`src/tpcu_params.svh`:
```
`ifndef TPCU_PARAMS_SVH
`define TPCU_PARAMS_SVH

// clock source select codes
`define TPCU_CLK_NONE 2'h0
`define TPCU_CLK_BUS 2'h1
`define TPCU_CLK_FIXED 2'h2
`define TPCU_CLK_EXT 2'h3

// channel mode codes
`define TPCU_MODE_OFF 2'h0
`define TPCU_MODE_CAPTURE 2'h1
`define TPCU_MODE_COMPARE 2'h2
`define TPCU_MODE_EPWM 2'h3

// capture edge codes
`define TPCU_EDGE_NONE 2'h0
`define TPCU_EDGE_RISE 2'h1
`define TPCU_EDGE_FALL 2'h2
`define TPCU_EDGE_ANY 2'h3

// compare action codes
`define TPCU_ACT_NONE 2'h0
`define TPCU_ACT_TOGGLE 2'h1
`define TPCU_ACT_CLEAR 2'h2
`define TPCU_ACT_SET 2'h3

// counter figures
`define TPCU_CNT_MAX 16'hFFFF
`define TPCU_CNT_ZERO 16'h0000
`define TPCU_CH_RST 16'h0000
`define TPCU_MOD_RST 16'h0000
`define TPCU_PRESCALE_W 7

`endif

```
`src/tpcu_pkg.sv`:
```
package tpcu_pkg;
    typedef logic [1:0] tpcu_clk_sel_type;
    typedef logic [1:0] tpcu_ch_mode_type;
    typedef logic [1:0] tpcu_ch_cfg_type;
    typedef logic [2:0] tpcu_prescale_type;
endpackage

```
`src/tpcu_edge_sync.sv`:
```
`include "tpcu_params.svh"

// two-stage synchroniser with edge detector behind the second stage
module tpcu_edge_sync
(
    // clock and reset
    input wire logic i_clk,
    input wire logic i_srst,
    // asynchronous level
    input wire logic i_async,
    // synchronised level and edges
    output logic o_level,
    output logic o_rise,
    output logic o_fall
);
    logic meta_q;
    logic sync_q;
    logic last_q;

    always_ff @(posedge i_clk)
    begin
        if (i_srst)
        begin
            meta_q <= 1'b0;
            sync_q <= 1'b0;
            last_q <= 1'b0;
        end
        else
        begin
            meta_q <= i_async;
            sync_q <= meta_q;
            last_q <= sync_q;
        end
    end

    assign o_level = sync_q;
    assign o_rise = sync_q & ~last_q;
    assign o_fall = ~sync_q & last_q;
endmodule // tpcu_edge_sync

```
`src/tpcu_timer.sv`:
```
`include "tpcu_params.svh"

// What this block does
// edge pwm loads buffer at mod-1 to mod
// centre pwm loads buffer at mod-1 to mod
// free-running loads at FFFE to FFFF
// centre value equal nonzero modulo gives full duty
// centre value modulo-1 gives near full duty
// zero to nonzero waits for new period
// nonzero to zero finishes period with old
// control write in debug resets modulo pairing
// control write resets channel byte pairing
// software writes control before channel values
// prescaler divides by 1 to 128
// clock from bus, fixed clock or pin
// fixed clock synchronised to bus clock
// capture on rising, falling or any edge
// compare sets, clears or toggles output
// pwm output polarity selectable
// 16-bit free-running or up/down counter
// one irq per channel plus overflow
// one to eight independent channels
// one bit makes all channels centre pwm
// centre pwm active on down match
// counting frozen in background debug state
// half-written pair stays pending
module tpcu_timer
#(
    parameter int NUM_CH = 2
)
(
    // clock and reset
    input wire logic i_clk,
    input wire logic i_srst,
    // system state
    input wire logic i_background_debug_state,
    // timer status control
    input wire logic i_timer_status_control_wr,
    input wire tpcu_pkg::tpcu_clk_sel_type i_clock_source_select,
    input wire tpcu_pkg::tpcu_prescale_type i_prescale,
    input wire logic i_center_aligned_pwm,
    // modulo pair byte writes
    input wire logic i_modulo_hi_wr,
    input wire logic i_modulo_lo_wr,
    input wire logic [7:0] i_modulo_data,
    // counter clear
    input wire logic i_counter_clear,
    // channel configuration and value pair byte writes
    input wire tpcu_pkg::tpcu_ch_mode_type [NUM_CH-1:0] i_ch_mode,
    input wire tpcu_pkg::tpcu_ch_cfg_type [NUM_CH-1:0] i_ch_cfg,
    input wire logic [NUM_CH-1:0] i_ch_pol_low,
    input wire logic [NUM_CH-1:0] i_ch_hi_wr,
    input wire logic [NUM_CH-1:0] i_ch_lo_wr,
    input wire logic [7:0] i_ch_data,
    // external clock sources and pins
    input wire logic i_fixed_clk,
    input wire logic i_ext_clk,
    input wire logic [NUM_CH-1:0] i_ch_pin,
    // state and outputs
    output logic [15:0] o_counter,
    output logic [15:0] o_modulo_value,
    output logic [NUM_CH-1:0][15:0] o_channel_value,
    output logic [NUM_CH-1:0] o_ch_out,
    output logic [NUM_CH-1:0] o_ch_oe,
    output logic [NUM_CH-1:0] o_ch_irq,
    output logic o_overflow_irq
);
    import tpcu_pkg::*;

    // ----------------------------------------------------------------
    // clock source and prescaler
    // ----------------------------------------------------------------
    logic fixed_rise;
    logic ext_rise;
    logic [NUM_CH-1:0] pin_lvl;
    logic [NUM_CH-1:0] pin_rise;
    logic [NUM_CH-1:0] pin_fall;
    logic src_tick;
    logic tick;
    logic [`TPCU_PRESCALE_W-1:0] pre_q;

    tpcu_edge_sync u_fixed_sync
    (
        .i_clk(i_clk),
        .i_srst(i_srst),
        .i_async(i_fixed_clk),
        .o_level(),
        .o_rise(fixed_rise),
        .o_fall()
    );

    tpcu_edge_sync u_ext_sync
    (
        .i_clk(i_clk),
        .i_srst(i_srst),
        .i_async(i_ext_clk),
        .o_level(),
        .o_rise(ext_rise),
        .o_fall()
    );

    for (genvar g = 0; g < NUM_CH; g++)
    begin : g_pin
        tpcu_edge_sync u_pin_sync
        (
            .i_clk(i_clk),
            .i_srst(i_srst),
            .i_async(i_ch_pin[g]),
            .o_level(pin_lvl[g]),
            .o_rise(pin_rise[g]),
            .o_fall(pin_fall[g])
        );
    end

    // source pulse, suspended in debug state
    always_comb
    begin
        src_tick = 1'b0;
        if (!i_background_debug_state)
        begin
            case (i_clock_source_select)
                `TPCU_CLK_BUS: src_tick = 1'b1;
                `TPCU_CLK_FIXED: src_tick = fixed_rise;
                `TPCU_CLK_EXT: src_tick = ext_rise;
                default: src_tick = 1'b0;
            endcase
        end
    end

    // prescaler taps: tick when low bits below the tap are all ones
    function automatic logic tap_done(input logic [6:0] cnt,
                                      input logic [2:0] sel);
        logic [6:0] m;
        m = 7'((8'h01 << sel) - 8'h01);
        tap_done = ((cnt & m) == m);
    endfunction

    assign tick = src_tick && tap_done(pre_q, i_prescale);

    always_ff @(posedge i_clk)
    begin
        if (i_srst || i_counter_clear)
            pre_q <= '0;
        else if (src_tick)
            pre_q <= pre_q + 7'h01;
    end

    // ----------------------------------------------------------------
    // modulo pair
    // ----------------------------------------------------------------
    logic [7:0] mod_hi_buf_q;
    logic mod_hi_seen_q;
    logic [15:0] modulo_q;

    // high byte is latched, low byte commits the pair
    always_ff @(posedge i_clk)
    begin
        if (i_srst)
        begin
            mod_hi_buf_q <= 8'h00;
            mod_hi_seen_q <= 1'b0;
            modulo_q <= `TPCU_MOD_RST;
        end
        else if (i_timer_status_control_wr && i_background_debug_state)
            mod_hi_seen_q <= 1'b0;
        else if (i_modulo_hi_wr)
        begin
            mod_hi_buf_q <= i_modulo_data;
            mod_hi_seen_q <= 1'b1;
        end
        else if (i_modulo_lo_wr && mod_hi_seen_q)
        begin
            modulo_q <= {mod_hi_buf_q, i_modulo_data};
            mod_hi_seen_q <= 1'b0;
        end
    end

    // ----------------------------------------------------------------
    // counter
    // ----------------------------------------------------------------
    logic [15:0] cnt_q;
    logic down_q;
    logic [15:0] top;
    logic free_run;
    logic at_top;
    logic load_pt;
    logic period_start;

    assign free_run = (modulo_q == `TPCU_CNT_ZERO) ||
                      (modulo_q == `TPCU_CNT_MAX);
    assign top = free_run ? `TPCU_CNT_MAX : modulo_q;
    assign at_top = (cnt_q == top);
    // stepping from top-1 to top, when buffers load
    assign load_pt = tick && !down_q && (cnt_q == top - 16'h0001);
    // period boundary: wrap in up mode, turnaround at zero in centre mode
    assign period_start = tick && (i_center_aligned_pwm ?
                          (down_q && cnt_q == 16'h0001) : at_top);

    always_ff @(posedge i_clk)
    begin
        if (i_srst || i_counter_clear)
        begin
            cnt_q <= `TPCU_CNT_ZERO;
            down_q <= 1'b0;
        end
        else if (!i_center_aligned_pwm)
        begin
            down_q <= 1'b0;
            if (tick)
                cnt_q <= at_top ? `TPCU_CNT_ZERO : cnt_q + 16'h0001;
        end
        else if (tick)
        begin
            // up to modulo, then down to zero
            if (!down_q && at_top)
            begin
                down_q <= 1'b1;
                cnt_q <= cnt_q - 16'h0001;
            end
            else if (down_q && cnt_q == 16'h0001)
            begin
                down_q <= 1'b0;
                cnt_q <= `TPCU_CNT_ZERO;
            end
            else
                cnt_q <= down_q ? cnt_q - 16'h0001 : cnt_q + 16'h0001;
        end
    end

    always_ff @(posedge i_clk)
    begin
        if (i_srst)
            o_overflow_irq <= 1'b0;
        else
            o_overflow_irq <= i_center_aligned_pwm ? period_start
                              : (tick && at_top);
    end

    // ----------------------------------------------------------------
    // channels
    // ----------------------------------------------------------------
    logic [NUM_CH-1:0][15:0] cv_q;
    logic [NUM_CH-1:0][15:0] wbuf_q;
    logic [NUM_CH-1:0] hi_seen_q;
    logic [NUM_CH-1:0] pend_q;
    logic [NUM_CH-1:0] act_q;
    logic [NUM_CH-1:0] irq_q;
    logic [NUM_CH-1:0] oe_q;

    for (genvar c = 0; c < NUM_CH; c++)
    begin : g_ch
        logic pwm_mode;
        logic match;
        logic cap_hit;
        logic cv_load;
        logic keep_q;
        logic [15:0] old_q;
        logic [15:0] duty;

        assign pwm_mode = i_center_aligned_pwm ||
                          (i_ch_mode[c] == `TPCU_MODE_EPWM);
        assign match = tick && (cnt_q == cv_q[c]);
        assign cap_hit = (i_ch_cfg[c] == `TPCU_EDGE_RISE && pin_rise[c]) ||
                         (i_ch_cfg[c] == `TPCU_EDGE_FALL && pin_fall[c]) ||
                         (i_ch_cfg[c] == `TPCU_EDGE_ANY &&
                          (pin_rise[c] || pin_fall[c]));
        assign cv_load = pend_q[c] && (!pwm_mode || load_pt ||
                         i_clock_source_select == `TPCU_CLK_NONE);
        // duty seen by the centre pwm comparators
        assign duty = keep_q ? old_q : cv_q[c];

        // byte pairing and buffered value
        always_ff @(posedge i_clk)
        begin
            if (i_srst || i_timer_status_control_wr)
            begin
                hi_seen_q[c] <= 1'b0;
                if (i_srst)
                begin
                    wbuf_q[c] <= `TPCU_CH_RST;
                    pend_q[c] <= 1'b0;
                end
            end
            else
            begin
                if (i_ch_hi_wr[c])
                begin
                    wbuf_q[c][15:8] <= i_ch_data;
                    hi_seen_q[c] <= 1'b1;
                end
                else if (i_ch_lo_wr[c] && hi_seen_q[c])
                begin
                    wbuf_q[c][7:0] <= i_ch_data;
                    hi_seen_q[c] <= 1'b0;
                    pend_q[c] <= 1'b1;
                end
                else if (cv_load)
                    pend_q[c] <= 1'b0;
            end
        end

        // channel value: capture, immediate or buffered load
        always_ff @(posedge i_clk)
        begin
            if (i_srst)
                cv_q[c] <= `TPCU_CH_RST;
            else if (!i_center_aligned_pwm &&
                     i_ch_mode[c] == `TPCU_MODE_CAPTURE && cap_hit)
                cv_q[c] <= cnt_q;
            else if (cv_load)
                cv_q[c] <= wbuf_q[c];
        end

        // loads across zero keep the old duty until the period ends
        always_ff @(posedge i_clk)
        begin
            if (i_srst || !i_center_aligned_pwm)
            begin
                keep_q <= 1'b0;
                old_q <= `TPCU_CH_RST;
            end
            else if (cv_load && ((cv_q[c] == `TPCU_CNT_ZERO) !=
                     (wbuf_q[c] == `TPCU_CNT_ZERO)))
            begin
                keep_q <= 1'b1;
                old_q <= cv_q[c];
            end
            else if (period_start)
                keep_q <= 1'b0;
        end

        // output level, held in active sense
        always_ff @(posedge i_clk)
        begin
            if (i_srst)
            begin
                act_q[c] <= 1'b0;
                irq_q[c] <= 1'b0;
                oe_q[c] <= 1'b0;
            end
            else if (i_center_aligned_pwm)
            begin
                oe_q[c] <= 1'b1;
                irq_q[c] <= match;
                if (duty == `TPCU_CNT_ZERO)
                    act_q[c] <= 1'b0;
                else if (duty >= top)
                    act_q[c] <= 1'b1;
                else if (tick && (down_q || at_top) &&
                         cnt_q == duty + 16'h0001)
                    act_q[c] <= 1'b1;
                else if (tick && !down_q && cnt_q == duty - 16'h0001)
                    act_q[c] <= 1'b0;
            end
            else
            begin
                case (i_ch_mode[c])
                    `TPCU_MODE_CAPTURE:
                    begin
                        oe_q[c] <= 1'b0;
                        irq_q[c] <= cap_hit;
                    end
                    `TPCU_MODE_COMPARE:
                    begin
                        oe_q[c] <= (i_ch_cfg[c] != `TPCU_ACT_NONE);
                        irq_q[c] <= match;
                        if (match)
                        begin
                            case (i_ch_cfg[c])
                                `TPCU_ACT_TOGGLE: act_q[c] <= ~act_q[c];
                                `TPCU_ACT_CLEAR: act_q[c] <= 1'b0;
                                `TPCU_ACT_SET: act_q[c] <= 1'b1;
                                default: act_q[c] <= act_q[c];
                            endcase
                        end
                    end
                    `TPCU_MODE_EPWM:
                    begin
                        oe_q[c] <= 1'b1;
                        irq_q[c] <= match;
                        if (tick && at_top)
                            act_q[c] <= (cv_q[c] != `TPCU_CNT_ZERO);
                        else if (tick && cnt_q + 16'h0001 == cv_q[c])
                            act_q[c] <= 1'b0;
                    end
                    default:
                    begin
                        oe_q[c] <= 1'b0;
                        irq_q[c] <= 1'b0;
                    end
                endcase
            end
        end

        assign o_ch_out[c] = (pwm_mode && i_ch_pol_low[c]) ?
                             ~act_q[c] : act_q[c];
    end

    // ----------------------------------------------------------------
    // outputs
    // ----------------------------------------------------------------
    assign o_counter = cnt_q;
    assign o_modulo_value = modulo_q;
    assign o_channel_value = cv_q;
    assign o_ch_irq = irq_q;
    assign o_ch_oe = oe_q;
endmodule // tpcu_timer

```
`config.mk`:
```
export PLATFORM = sky130hd
export DESIGN_NAME = tpcu_timer
export DESIGN_NICKNAME = d
export VERILOG_FILES = /design/src/tpcu_pkg.sv /design/src/tpcu_edge_sync.sv /design/src/tpcu_timer.sv
export VERILOG_INCLUDE_DIRS = /design/src
export SDC_FILE = /design/constraint.sdc
export NUM_CORES = 1
export LEC_CHECK = 0
export ABC_CLOCK_PERIOD_IN_PS = 5100
export BUFFER_PORTS_ARGS = -buffer_cell sky130_fd_sc_hd__buf_2
export CAP_MARGIN = 30
export CORE_MARGIN = 5
export CORE_UTILIZATION = 50
export DETAILED_ROUTE_END_ITERATION = 6
export PLACE_DENSITY = 0.67
export SYNTH_ARGS = -nofsm -noshare
export SYNTH_HDL_FRONTEND = slang
export SYNTH_SLANG_ARGS = --single-unit
```
`constraint.sdc`:
```
create_clock -name i_clk -period 5.1 [get_ports i_clk]
set_clock_uncertainty 0.1 [all_clocks]
set_input_delay 0.51 -clock i_clk [delete_from_list [all_inputs] [get_ports i_clk]]
set_output_delay 0.51 -clock i_clk [all_outputs]
set_load 0.02 [all_outputs]
```
==> flow_metrics.py, run 1 <==
metrics = {
    "clock_tree": {
        "cts_sinks": 170,
        "cts_hold_buf": 0,
        "root_buffer": "clkbuf_16",
        "cts_buffer_depth": 2,
        "cts_buffers": 17,
        "post_cts_buffers": 0,
        "htree_levels": 4,
        "cts_tree": "yes",
        "clkTransAtPathRegs_ns": 0.08,
        "cts_resized": 0,
        "clkLatencyLatePin_ns": 0.44,
    },
    "layout": {
        "fillerInstances": 2453,
        "final_nets": 1843,
        "final_util_pct": 56.87,
        "antennaDiodeCount": 0,
        "multi_input_area_um2": 8766,
        "areaGrowthSynthToFinish_pct": 11.90,
        "drive_above_1_share_pct": 14.01,
        "seq_area_um2": 3744,
    },
    "worst_setup_path": {
        "required_ns": 5.32,
        "cp-start-kind": "flop",
        "arrival_ns": 4.98,
        "cp-end-kind": "flop",
        "worstPathMaxFanout": 17,
        "critPathKind": "reg -> reg",
    },
    "sta": {
        "fmax_ghz": 0.2099,
        "setup-violations-final": 0,
        "period_needed_ns": 4.764,
        "hold_violations": 0,
        "rsz0062_at_grt": "no",
        "setup_tns_ns": 0,
        "worst_pin_slew_ns": 1.017,
        "relSlewSlack_pct": 32.13,
        "slew_violations": 0,
        "min_period_over_period_pct": 93.42,
        "post-route-worst-setup-slack_ns": 0.3357,
        "whs_ns": 0.1820,
    },
    "global_route": {
        "grt_pass1_wl_um": 74510,
        "grt_max_degree": 38,
        "busiest_layer": "met2",
        "grt.met3_usage_pct": 5.677,
        "antenna_found_initial": 1,
        "first_global_vias": 12660,
        "grtUsageTotal_pct": 30.97,
        "use_met2_pct": 49.09,
        "grt_use_met1_pct": 42.38,
        "grt_overflow": 0,
    },
    "synthesis": {
        "ys_seq_area_share_pct": 28.27,
        "synth.area.top_cells": "dfxtp_1 21%, edfxtp_1 7.7%, mux2i_1 7.4%",
        "synth.most_common_cell": "nor2_1",
        "synth.avg_cell_area_um2": 7.902,
        "synth.net_count": 1769,
        "async_flop_share_pct": 0,
        "netlist_area_um2": 13240,
        "synth.distinct_cells": 90,
        "synth_top_cell_by_area": "dfxtp_1",
        "synth_ff_type": "dfxtp_1",
        "yosysTopAreaCellShare_pct": 20.56,
        "synth_warnings": 0,
        "synthTopCellsByCount": "171 x nor2_1, 139 x nand2_1, 136 x dfxtp_1",
        "ys_ff_latch": 170,
        "synth_cells": 1676,
        "synth_edf_count": 34,
    },
    "detailed_routing": {
        "dr.pass1.iters": 6,
        "routedWlPerCell_um": 23.10,
        "dr_total_vias": 13540,
        "drtIter0Drc": 1889,
        "drtAntennaViolNets": 0,
        "wl_um": 48460,
        "vias_per_cell": 6.455,
        "drc": 0,
    },
    "die": {
        "ios": 118,
        "die_h_um": 172.8,
        "core_um2": 26060,
        "die_width_um": 172.8,
        "initial_utilization_pct": 50.82,
        "die_area_um2": 29840,
        "rows": 59,
    },
    "pwr": {
        "vdd_drop_max_mv": 0.2054,
        "power_density_nw_per_um2": 241.6,
        "power_leakage_nw": 6.589,
    },
    "placed_design": {
        "globalplace.congestion": 0.9970,
        "dp_slack_ns": 0.5033,
        "portBuffers": 117,
        "hpwl_um": 36300,
    },
    "flow_run": {
        "drv_cap": 0,
    },
    "min_path": {
        "hold_path.class": "in -> reg",
    },
    "status": {
        "status": "finished, final reports clean",
    },
}
-- kinds of logic (layout without fill, tap and decap cells) --
group / count (synthesis) / in the layout / share of synthesized area, %
AO/OA/AOI/OAI: 375 / 375 / 18.54
XOR/XNOR: 144 / 144 / 9.740
adder cells (fa/ha/maj): 46 / 46 / 4.346
buffers and inverters: 187 / 274 / 5.640
flip-flops: 170 / 170 / 28.27
multiplexers: 105 / 105 / 8.002
AND/OR/NAND/NOR: 649 / 649 / 25.47
-- state kept, by name, indices dropped and copies added, names as in the netlist, 2 cells and up --
signal and count:
g_pin.u_pin_sync.last_q 2, hi_seen_q 2, g_ch.keep_q 2, o_counter 16, act_q 2, o_channel_value 32
g_pin.u_pin_sync.o_level 2, g_ch.old_q 32, mod_hi_buf_q 8, o_ch_oe 2, o_ch_irq 2, pre_q 7
pend_q 2, wbuf_q 32, o_modulo_value 16, g_pin.u_pin_sync.meta_q 2
-- worst paths after layout --
kind / startpoint / endpoint / slack, ns / cells after the start
hold reg to reg: g_pin[1].u_pin_sync.meta_q / g_pin[1].u_pin_sync.o_level / 0.34 / 1
hold / removal: i_ch_pin[0] / g_pin[0].u_pin_sync.meta_q / 0.18 / 2
setup reg to reg: o_modulo_value[6] / g_ch[0].old_q[0] / 0.34 / 16
setup / recovery: o_modulo_value[6] / g_ch[0].old_q[0] / 0.34 / 16
-- worst max-delay path: stages, from the launching register on --
cell,delay (ns)
dfxtp_1,0.61
nor4_4,0.16
nand2_2,0.17
nor2_2,0.10
nor2_1,0.28
ha_1,0.25
nor3b_1,0.78
nand3_1,0.25
xnor2_1,0.24
a2bb2oi_1,0.19
o22ai_1,0.14
and4_1,0.30
a31oi_2,0.33
nand2b_1,0.17
buf_4,0.29
mux2i_1,0.22
nor2_1,0.06
-- per-stage QoR --
step	area [um2]	instances	total power, W
detailed placement	14210	2066	0.002199
global route	14820	2098	0.003718
floorplan	13240	1676	0.001981
global placement	14210	2066	0.002189
finish	14820	2098	0.003580
CTS	14820	2098	0.003580
-- cells in the final DEF, fill, tap and decap left out, types with 42 or more instances in the layout --
cell type / instances
inv_1: 61
a211oi_1: 46
xor2_1: 54
dfxtp_1: 136
o21ai_0: 64
nor3_1: 64
ha_1: 46
xnor2_1: 88
buf_2: 117
nand3_1: 42
nor2_1: 171
a21oi_1: 106
nand2_1: 139
buf_4: 61
mux2i_1: 98
-- routing by layer --
metal | part of all wire, % | up-vias
met2 | 45 | 764
met1 | 42 | 6379
met4 | 4.2 | 0
met5 | 0 | -
met3 | 9.6 | 161
li1 | - | 6238
-- power breakdown --
part           switching [W]  total (W)  internal [W]  leakage (nW)
Clock               0.000685    0.00139      0.000708         0.297
Sequential         0.0000702    0.00149       0.00142          1.46
Combinational       0.000428   0.000700      0.000272          4.84
Total                0.00118    0.00358       0.00240          6.59
-- cell type report --
| class | instances | area share, % |
|---|---|---|
| clock inverters | 14 | 1.207 |
| flip-flops and latches | 170 | 25.26 |
| clock buffers | 18 | 2.896 |
| well taps | 335 | 2.828 |
| multi-input cells | 1319 | 59.15 |
| inverters | 64 | 1.621 |
| repair buffers | 178 | 7.041 |
Note: power is estimated with default switching activity, not from simulation.
==> run 2, diff against run 1 <==
--- a/config.mk
+++ b/config.mk
@@ -6,9 +6,11 @@
 export SDC_FILE = /design/constraint.sdc
 export NUM_CORES = 1
 export LEC_CHECK = 0
+export ABC_AREA = 1
 export ABC_CLOCK_PERIOD_IN_PS = 5100
 export BUFFER_PORTS_ARGS = -buffer_cell sky130_fd_sc_hd__buf_2
 export CAP_MARGIN = 30
+export CORE_ASPECT_RATIO = 1.4
 export CORE_MARGIN = 5
 export CORE_UTILIZATION = 50
 export DETAILED_ROUTE_END_ITERATION = 6
==> flow_metrics.py, run 2 <==
metrics = {
    "worst_setup_path": {
        "path_cells": "nor2_1 -> nand2_2 -> nor2_2 -> nand2_4 -> nand2_2 -> nor2_1 -> ha_1 -> inv_1 -> nor3_1 -> nand3_2 -> nor2_1 -> nand2_1 -> nand2_1 -> nand2_1 -> inv_1 -> nand2_1 -> nor2_1 -> nand3_2 -> nand2_4 -> nand2_2 -> o21ai_0",
        "arrival_ns": 4.60,
        "cp-end-kind": "flop",
        "cp-start-kind": "flop",
        "critPathKind": "reg -> reg",
        "cp_top_family": "simple AND/OR/NAND/NOR gates",
        "r2r_cells": 21,
        "worstPathMaxFanout": 26,
        "slowest_delay_ns": 0.48,
        "critPathSlowestCell": "dfxtp_1",
        "crit_cells": 21,
        "required_ns": 5.13,
        "cp_num_buf_inv": 2,
    },
    "synthesis": {
        "ys_ff_latch": 170,
        "synth_ff_type": "dfxtp_1",
        "synth.area.top_cells": "dfxtp_1 20%, nand2_1 18%, nor2_1 10%",
        "netlist_area_um2": 13840,
        "synth.net_count": 2406,
        "synth_top_cell_by_area": "dfxtp_1",
        "synth.most_common_cell": "nand2_1",
        "synth_warnings": 0,
        "async_flop_share_pct": 0,
        "synth_edf_count": 34,
        "ys_seq_area_share_pct": 27.05,
        "yosysTopAreaCellShare_pct": 19.67,
        "synth.distinct_cells": 48,
        "synth.avg_cell_area_um2": 5.983,
        "synth_cells": 2313,
        "synthTopCellsByCount": "649 x nand2_1, 373 x nor2_1, 273 x inv_1",
    },
    "clock_tree": {
        "cts_sinks": 170,
        "cts_buffer_depth": 2,
        "cts_tree": "yes",
        "cts_hold_buf": 0,
        "root_buffer": "clkbuf_16",
        "cts_buffers": 17,
        "clkLatencyLatePin_ns": 0.45,
        "clkTransAtPathRegs_ns": 0.07,
        "htree_levels": 4,
        "cts_resized": 0,
        "post_cts_buffers": 0,
    },
    "sta": {
        "min_period_over_period_pct": 89.51,
        "slew_violations": 0,
        "setup-violations-final": 0,
        "hold_violations": 0,
        "worst_pin_slew_ns": 0.9673,
        "relSlewSlack_pct": 35.43,
        "period_needed_ns": 4.565,
        "fmax_ghz": 0.2191,
        "post-route-worst-setup-slack_ns": 0.5352,
        "rsz0062_at_grt": "no",
        "whs_ns": 0.1604,
        "setup_tns_ns": 0,
    },
    "detailed_routing": {
        "vias_per_cell": 5.691,
        "drc": 0,
        "wl_um": 55480,
        "drtIter0Drc": 1411,
        "routedWlPerCell_um": 19.86,
        "dr.pass1.iters": 6,
        "dr_total_vias": 15890,
        "drtAntennaViolNets": 0,
    },
    "pwr": {
        "total_power_w": 0.004129,
        "p_sw_share_pct": 37.98,
        "p_comb_share_pct": 31.2,
        "power_density_nw_per_um2": 267.7,
        "power_leakage_nw": 7.801,
        "intPower_w": 0.002561,
        "vdd_drop_max_mv": 0.2516,
        "clkPwrFrac_pct": 32.1,
        "p_seq_share_pct": 36.6,
        "power_switching_w": 0.001568,
    },
    "global_route": {
        "grt_max_degree": 61,
        "antenna_found_initial": 0,
        "first_global_vias": 14750,
        "grt_overflow": 0,
        "grtUsageTotal_pct": 35.29,
        "grt_pass1_wl_um": 83280,
    },
    "die": {
        "rows": 72,
        "die_area_um2": 31150,
        "ios": 118,
        "die_width_um": 150.6,
        "initial_utilization_pct": 50.37,
        "core_um2": 27480,
        "die_h_um": 206.9,
    },
    "placed_design": {
        "hpwl_um": 42330,
        "place_area_um2": 14840,
        "globalplace.congestion": 1.090,
        "dp_slack_ns": 0.6634,
        "portBuffers": 117,
    },
    "status": {
        "status": "finished, final reports clean",
    },
    "layout": {
        "areaGrowthSynthToFinish_pct": 11.46,
        "antennaDiodeCount": 0,
        "seq_area_um2": 3744,
        "final_nets": 2503,
        "fillerInstances": 2840,
        "layout_common_cells": "649 x nand2_1, 372 x nor2_1, 273 x inv_1",
        "multi_input_area_um2": 8616,
        "drive_above_1_share_pct": 9.781,
        "final_design_area_no_fill_um2": 15430,
        "final_common_cell": "nand2_1",
    },
    "min_path": {
        "hold_path.class": "in -> reg",
        "min_delay_path_depth": 3,
    },
    "flow_run": {
        "drv_cap": 0,
    },
}
## run 2: cell count changes after synthesis, sizes merged, moves of 50 or more
cell	delta
nand2	+521
inv	+219
nor2	+206
nand3	+143
o21ai	+99
mux2i	-98
xnor2	-79
nor3	-53
clkbuf	-50
## run 2: worst min-delay path, delay by kind of cell
family | cells | cell delay [ns]
AND/OR/NAND/NOR | 1 | 0.06
buffers and inverters | 2 | 0.10
## run 2: path summary, 6_finish.rpt
check / startpoint / endpoint / slack (ns)
worst min register to register: g_pin[0].u_pin_sync.meta_q / g_pin[0].u_pin_sync.o_level / 0.30
worst max-delay path: o_modulo_value[4] / pend_q[0] / 0.54
worst min-delay path: i_fixed_clk / u_fixed_sync.meta_q / 0.16
worst max register to register: o_modulo_value[4] / pend_q[0] / 0.54
## run 2: through the flow
step | cells | util, %
CTS | 2792 | 56.12
detailed placement | 2760 | 54.01
global placement | 2755 | 53.76
floorplan | 2313 | -
global route | 2793 | 56.14
finish | 2793 | 56.14
## run 2: kinds of logic after synthesis
logic type	count (synthesis)	synth area share (%)
AND/OR/NAND/NOR	1343	41.14
buffers and inverters	371	10.82
AO/OA/AOI/OAI	303	11.62
flip-flops	170	27.05
XOR/XNOR	80	5.217
adder cells (fa/ha/maj)	46	4.159
## run 2: cell type report
type / count / share of cell area, %
inverter: 289 / 7.032
timing repair buffer: 160 / 6.091
clock inverter: 10 / 0.6732
sequential: 170 / 24.27
clock buffer: 22 / 3.082
tap: 370 / 3.001
multi-input combinational: 1772 / 55.85
## run 2: routing by layer
layer  routed length (um)  vias to the layer above  part of all wire (%)  global-route usage [%]
li1                     -                     7626                     -                       -
met1                20640                     7132                    37                   41.11
met2                25110                      850                    45                   58.03
met3                 4738                      286                   8.5                   5.438
met4                 4988                        0                   9.0                   26.86
met5                    0                        -                     0                       0
## run 2: power by group through the flow
stage	Combinational [W]	Sequential (W)	Clock, W
floorplan	0.000883	0.00154	0
global placement	0.00124	0.00154	0
detailed placement	0.00126	0.00154	0
CTS	0.00127	0.00151	0.00134
global route	0.00143	0.00152	0.00140
finish	0.00129	0.00151	0.00133
==> run 3, diff against run 2 <==
--- a/config.mk
+++ b/config.mk
@@ -7,7 +7,7 @@
 export NUM_CORES = 1
 export LEC_CHECK = 0
 export ABC_AREA = 1
-export ABC_CLOCK_PERIOD_IN_PS = 5100
+export ABC_CLOCK_PERIOD_IN_PS = 4800
 export BUFFER_PORTS_ARGS = -buffer_cell sky130_fd_sc_hd__buf_2
 export CAP_MARGIN = 30
 export CORE_ASPECT_RATIO = 1.4
@@ -15,6 +15,7 @@
 export CORE_UTILIZATION = 50
 export DETAILED_ROUTE_END_ITERATION = 6
 export PLACE_DENSITY = 0.67
+export SETUP_SLACK_MARGIN = 0.2
 export SYNTH_ARGS = -nofsm -noshare
 export SYNTH_HDL_FRONTEND = slang
 export SYNTH_SLANG_ARGS = --single-unit
==> constraint.sdc (replaced) <==
create_clock -name i_clk -period 4.8 [get_ports i_clk]
set_clock_uncertainty 0.1 [all_clocks]
set_input_delay 0.48 -clock i_clk [delete_from_list [all_inputs] [get_ports i_clk]]
set_output_delay 0.48 -clock i_clk [all_outputs]
set_load 0.02 [all_outputs]
==> flow_metrics.py, run 3 (synthesis results as in run 2) <==
metrics = {
    "layout": {
        "final_nets": 2505,
        "layout_common_cells": "649 x nand2_1, 372 x nor2_1, 273 x inv_1",
        "areaGrowthSynthToFinish_pct": 11.68,
        "final_common_cell": "nand2_1",
        "drive_above_1_share_pct": 9.979,
        "final_design_area_no_fill_um2": 15460,
        "fillerInstances": 2868,
        "final_util_pct": 56.25,
    },
    "sta": {
        "rsz0062_at_grt": "no",
        "worst_pin_slew_ns": 0.9386,
        "min_period_over_period_pct": 87.19,
        "setup-violations-final": 0,
        "setup_tns_ns": 0,
        "whs_ns": 0.1143,
        "hold_violations": 0,
        "relSlewSlack_pct": 37.34,
        "slew_violations": 0,
        "fmax_ghz": 0.2389,
        "period_needed_ns": 4.185,
    },
    "die": {
        "core_um2": 27480,
        "ios": 118,
        "die_h_um": 206.9,
        "die_width_um": 150.6,
        "rows": 72,
        "initial_utilization_pct": 50.37,
        "die_area_um2": 31150,
    },
    "pwr": {
        "intPower_w": 0.002640,
        "p_comb_share_pct": 31.3,
        "total_power_w": 0.004371,
        "vdd_drop_max_mv": 0.2661,
        "power_density_nw_per_um2": 282.8,
        "p_sw_share_pct": 39.61,
        "clkPwrFrac_pct": 32.0,
        "p_seq_share_pct": 36.7,
        "power_leakage_nw": 7.812,
        "power_switching_w": 0.001731,
    },
    "detailed_routing": {
        "dr.pass1.iters": 6,
        "drtIter0Drc": 1372,
        "routedWlPerCell_um": 19.77,
        "drc": 0,
        "vias_per_cell": 5.662,
        "dr_total_vias": 15840,
        "wl_um": 55320,
        "drtAntennaViolNets": 0,
    },
    "clock_tree": {
        "cts_buffer_depth": 2,
        "cts_hold_buf": 0,
        "clkLatencyLatePin_ns": 0.47,
        "cts_sinks": 170,
        "post_cts_buffers": 0,
        "clkTransAtPathRegs_ns": 0.07,
        "htree_levels": 4,
        "cts_buffers": 17,
        "root_buffer": "clkbuf_16",
        "cts_tree": "yes",
    },
    "global_route": {
        "grt_max_degree": 61,
        "grt_pass1_wl_um": 82960,
        "first_global_vias": 14590,
        "antenna_found_initial": 0,
        "busiest_layer": "met2",
        "use_met2_pct": 57.58,
        "grt.met3_usage_pct": 7.622,
        "grtUsageTotal_pct": 35.26,
        "grt_use_met1_pct": 40.21,
        "grt_overflow": 0,
    },
    "worst_setup_path": {
        "critPathSlowestCell": "dfxtp_1",
        "critPathKind": "reg -> reg",
        "path_cells": "nor2_1 -> nand2_2 -> nor2_2 -> nand2_4 -> nand2_2 -> nor2_1 -> ha_1 -> inv_1 -> nor3_1 -> buf_4 -> nand3_2 -> nor2_1 -> nand2_1 -> nand2_1 -> nand2_1 -> inv_1 -> nand2_1 -> nor2_1 -> nand3_2 -> nand2_4 -> nand2_2 -> o21ai_1",
        "cp-startpoint": "o_modulo_value[4]",
        "rr_startpoint": "o_modulo_value[4]",
        "arrival_ns": 4.25,
        "crit_cells": 22,
        "cp_num_buf_inv": 3,
        "endpoint": "pend_q[1]",
        "r2r_cells": 22,
        "cp-start-kind": "flop",
        "slowest_delay_ns": 0.49,
        "required_ns": 4.86,
        "reg2reg_to": "pend_q[1]",
        "cp-end-kind": "flop",
        "worstPathMaxFanout": 33,
        "r2r_slack_ns": 0.61,
        "cp_top_family": "simple AND/OR/NAND/NOR gates",
    },
    "placed_design": {
        "hpwl_um": 42280,
        "portBuffers": 117,
        "globalplace.congestion": 0.9856,
        "place_area_um2": 14850,
    },
    "status": {
        "status": "finished, final reports clean",
    },
    "flow_run": {
        "drv_cap": 0,
    },
    "min_path": {
        "hold_path.class": "in -> reg",
    },
}
==> run 3: stage by stage <==
stage | setup slack, ns | std cells
final | 0.6149 | 2798
after global routing | 0.2433 | 2795
after CTS | 0.5684 | 2794
after detailed placement | 0.5829 | 2762
after global placement | 0.6298 | 2755
after floorplan | 1.207 | 2313
==> run 3: timing repair <==
action	4_1_cts	5_1_grt
hold endpoints to repair	0	0
resized for setup	0	2
setup endpoints to repair	0	12
==> run 3: worst min-delay path by stage <==
stage	from	slack, ns	endpoint	cells after the start
detailed placement	g_pin[0].u_pin_sync.meta_q	0.30	g_pin[0].u_pin_sync.o_level	2
global placement	u_ext_sync.meta_q	0.29	u_ext_sync.o_level	2
floorplan	g_pin[0].u_pin_sync.meta_q	0.29	g_pin[0].u_pin_sync.o_level	2
finish	i_fixed_clk	0.11	u_fixed_sync.meta_q	3
CTS	i_ch_pin[1]	0.10	g_pin[1].u_pin_sync.meta_q	3
global route	i_fixed_clk	0.11	u_fixed_sync.meta_q	3
==> run 3: power by group through the flow <==
stage	Sequential (W)	Clock [W]	Combinational, W
2_1_floorplan	0.00164	0	0.000938
3_5_place_dp	0.00164	0	0.00133
6_report	0.00161	0.00140	0.00137
3_3_place_gp	0.00164	0	0.00131
4_1_cts	0.00160	0.00141	0.00134
5_1_grt	0.00161	0.00146	0.00152
==> run 3: area by class of cell <==
cell class              count  area, um2  area share [%]
diodes                      3      7.507         0.04857
flip-flops and latches    170       3744           24.22
multi-input cells        1772       8628           55.82
clock buffers              17      425.4           2.752
inverters                 289       1085           7.019
repair buffers            162      953.4           6.169
clock inverters            15      150.1          0.9714
well taps                 370      462.9           2.995
==> run 3: tightest hold or removal path: cells and delay by family <==
family,cells,cell delay (ns)
buf+inv,2,0.10
simple gates,1,0.06
==> run 3: metal layers <==
metal / vias to the layer above / share of wire (%)
li1: 7645 / -
met1: 7106 / 37
met2: 816 / 46
met3: 274 / 8.9
met4: 0 / 8.6
met5: - / 0
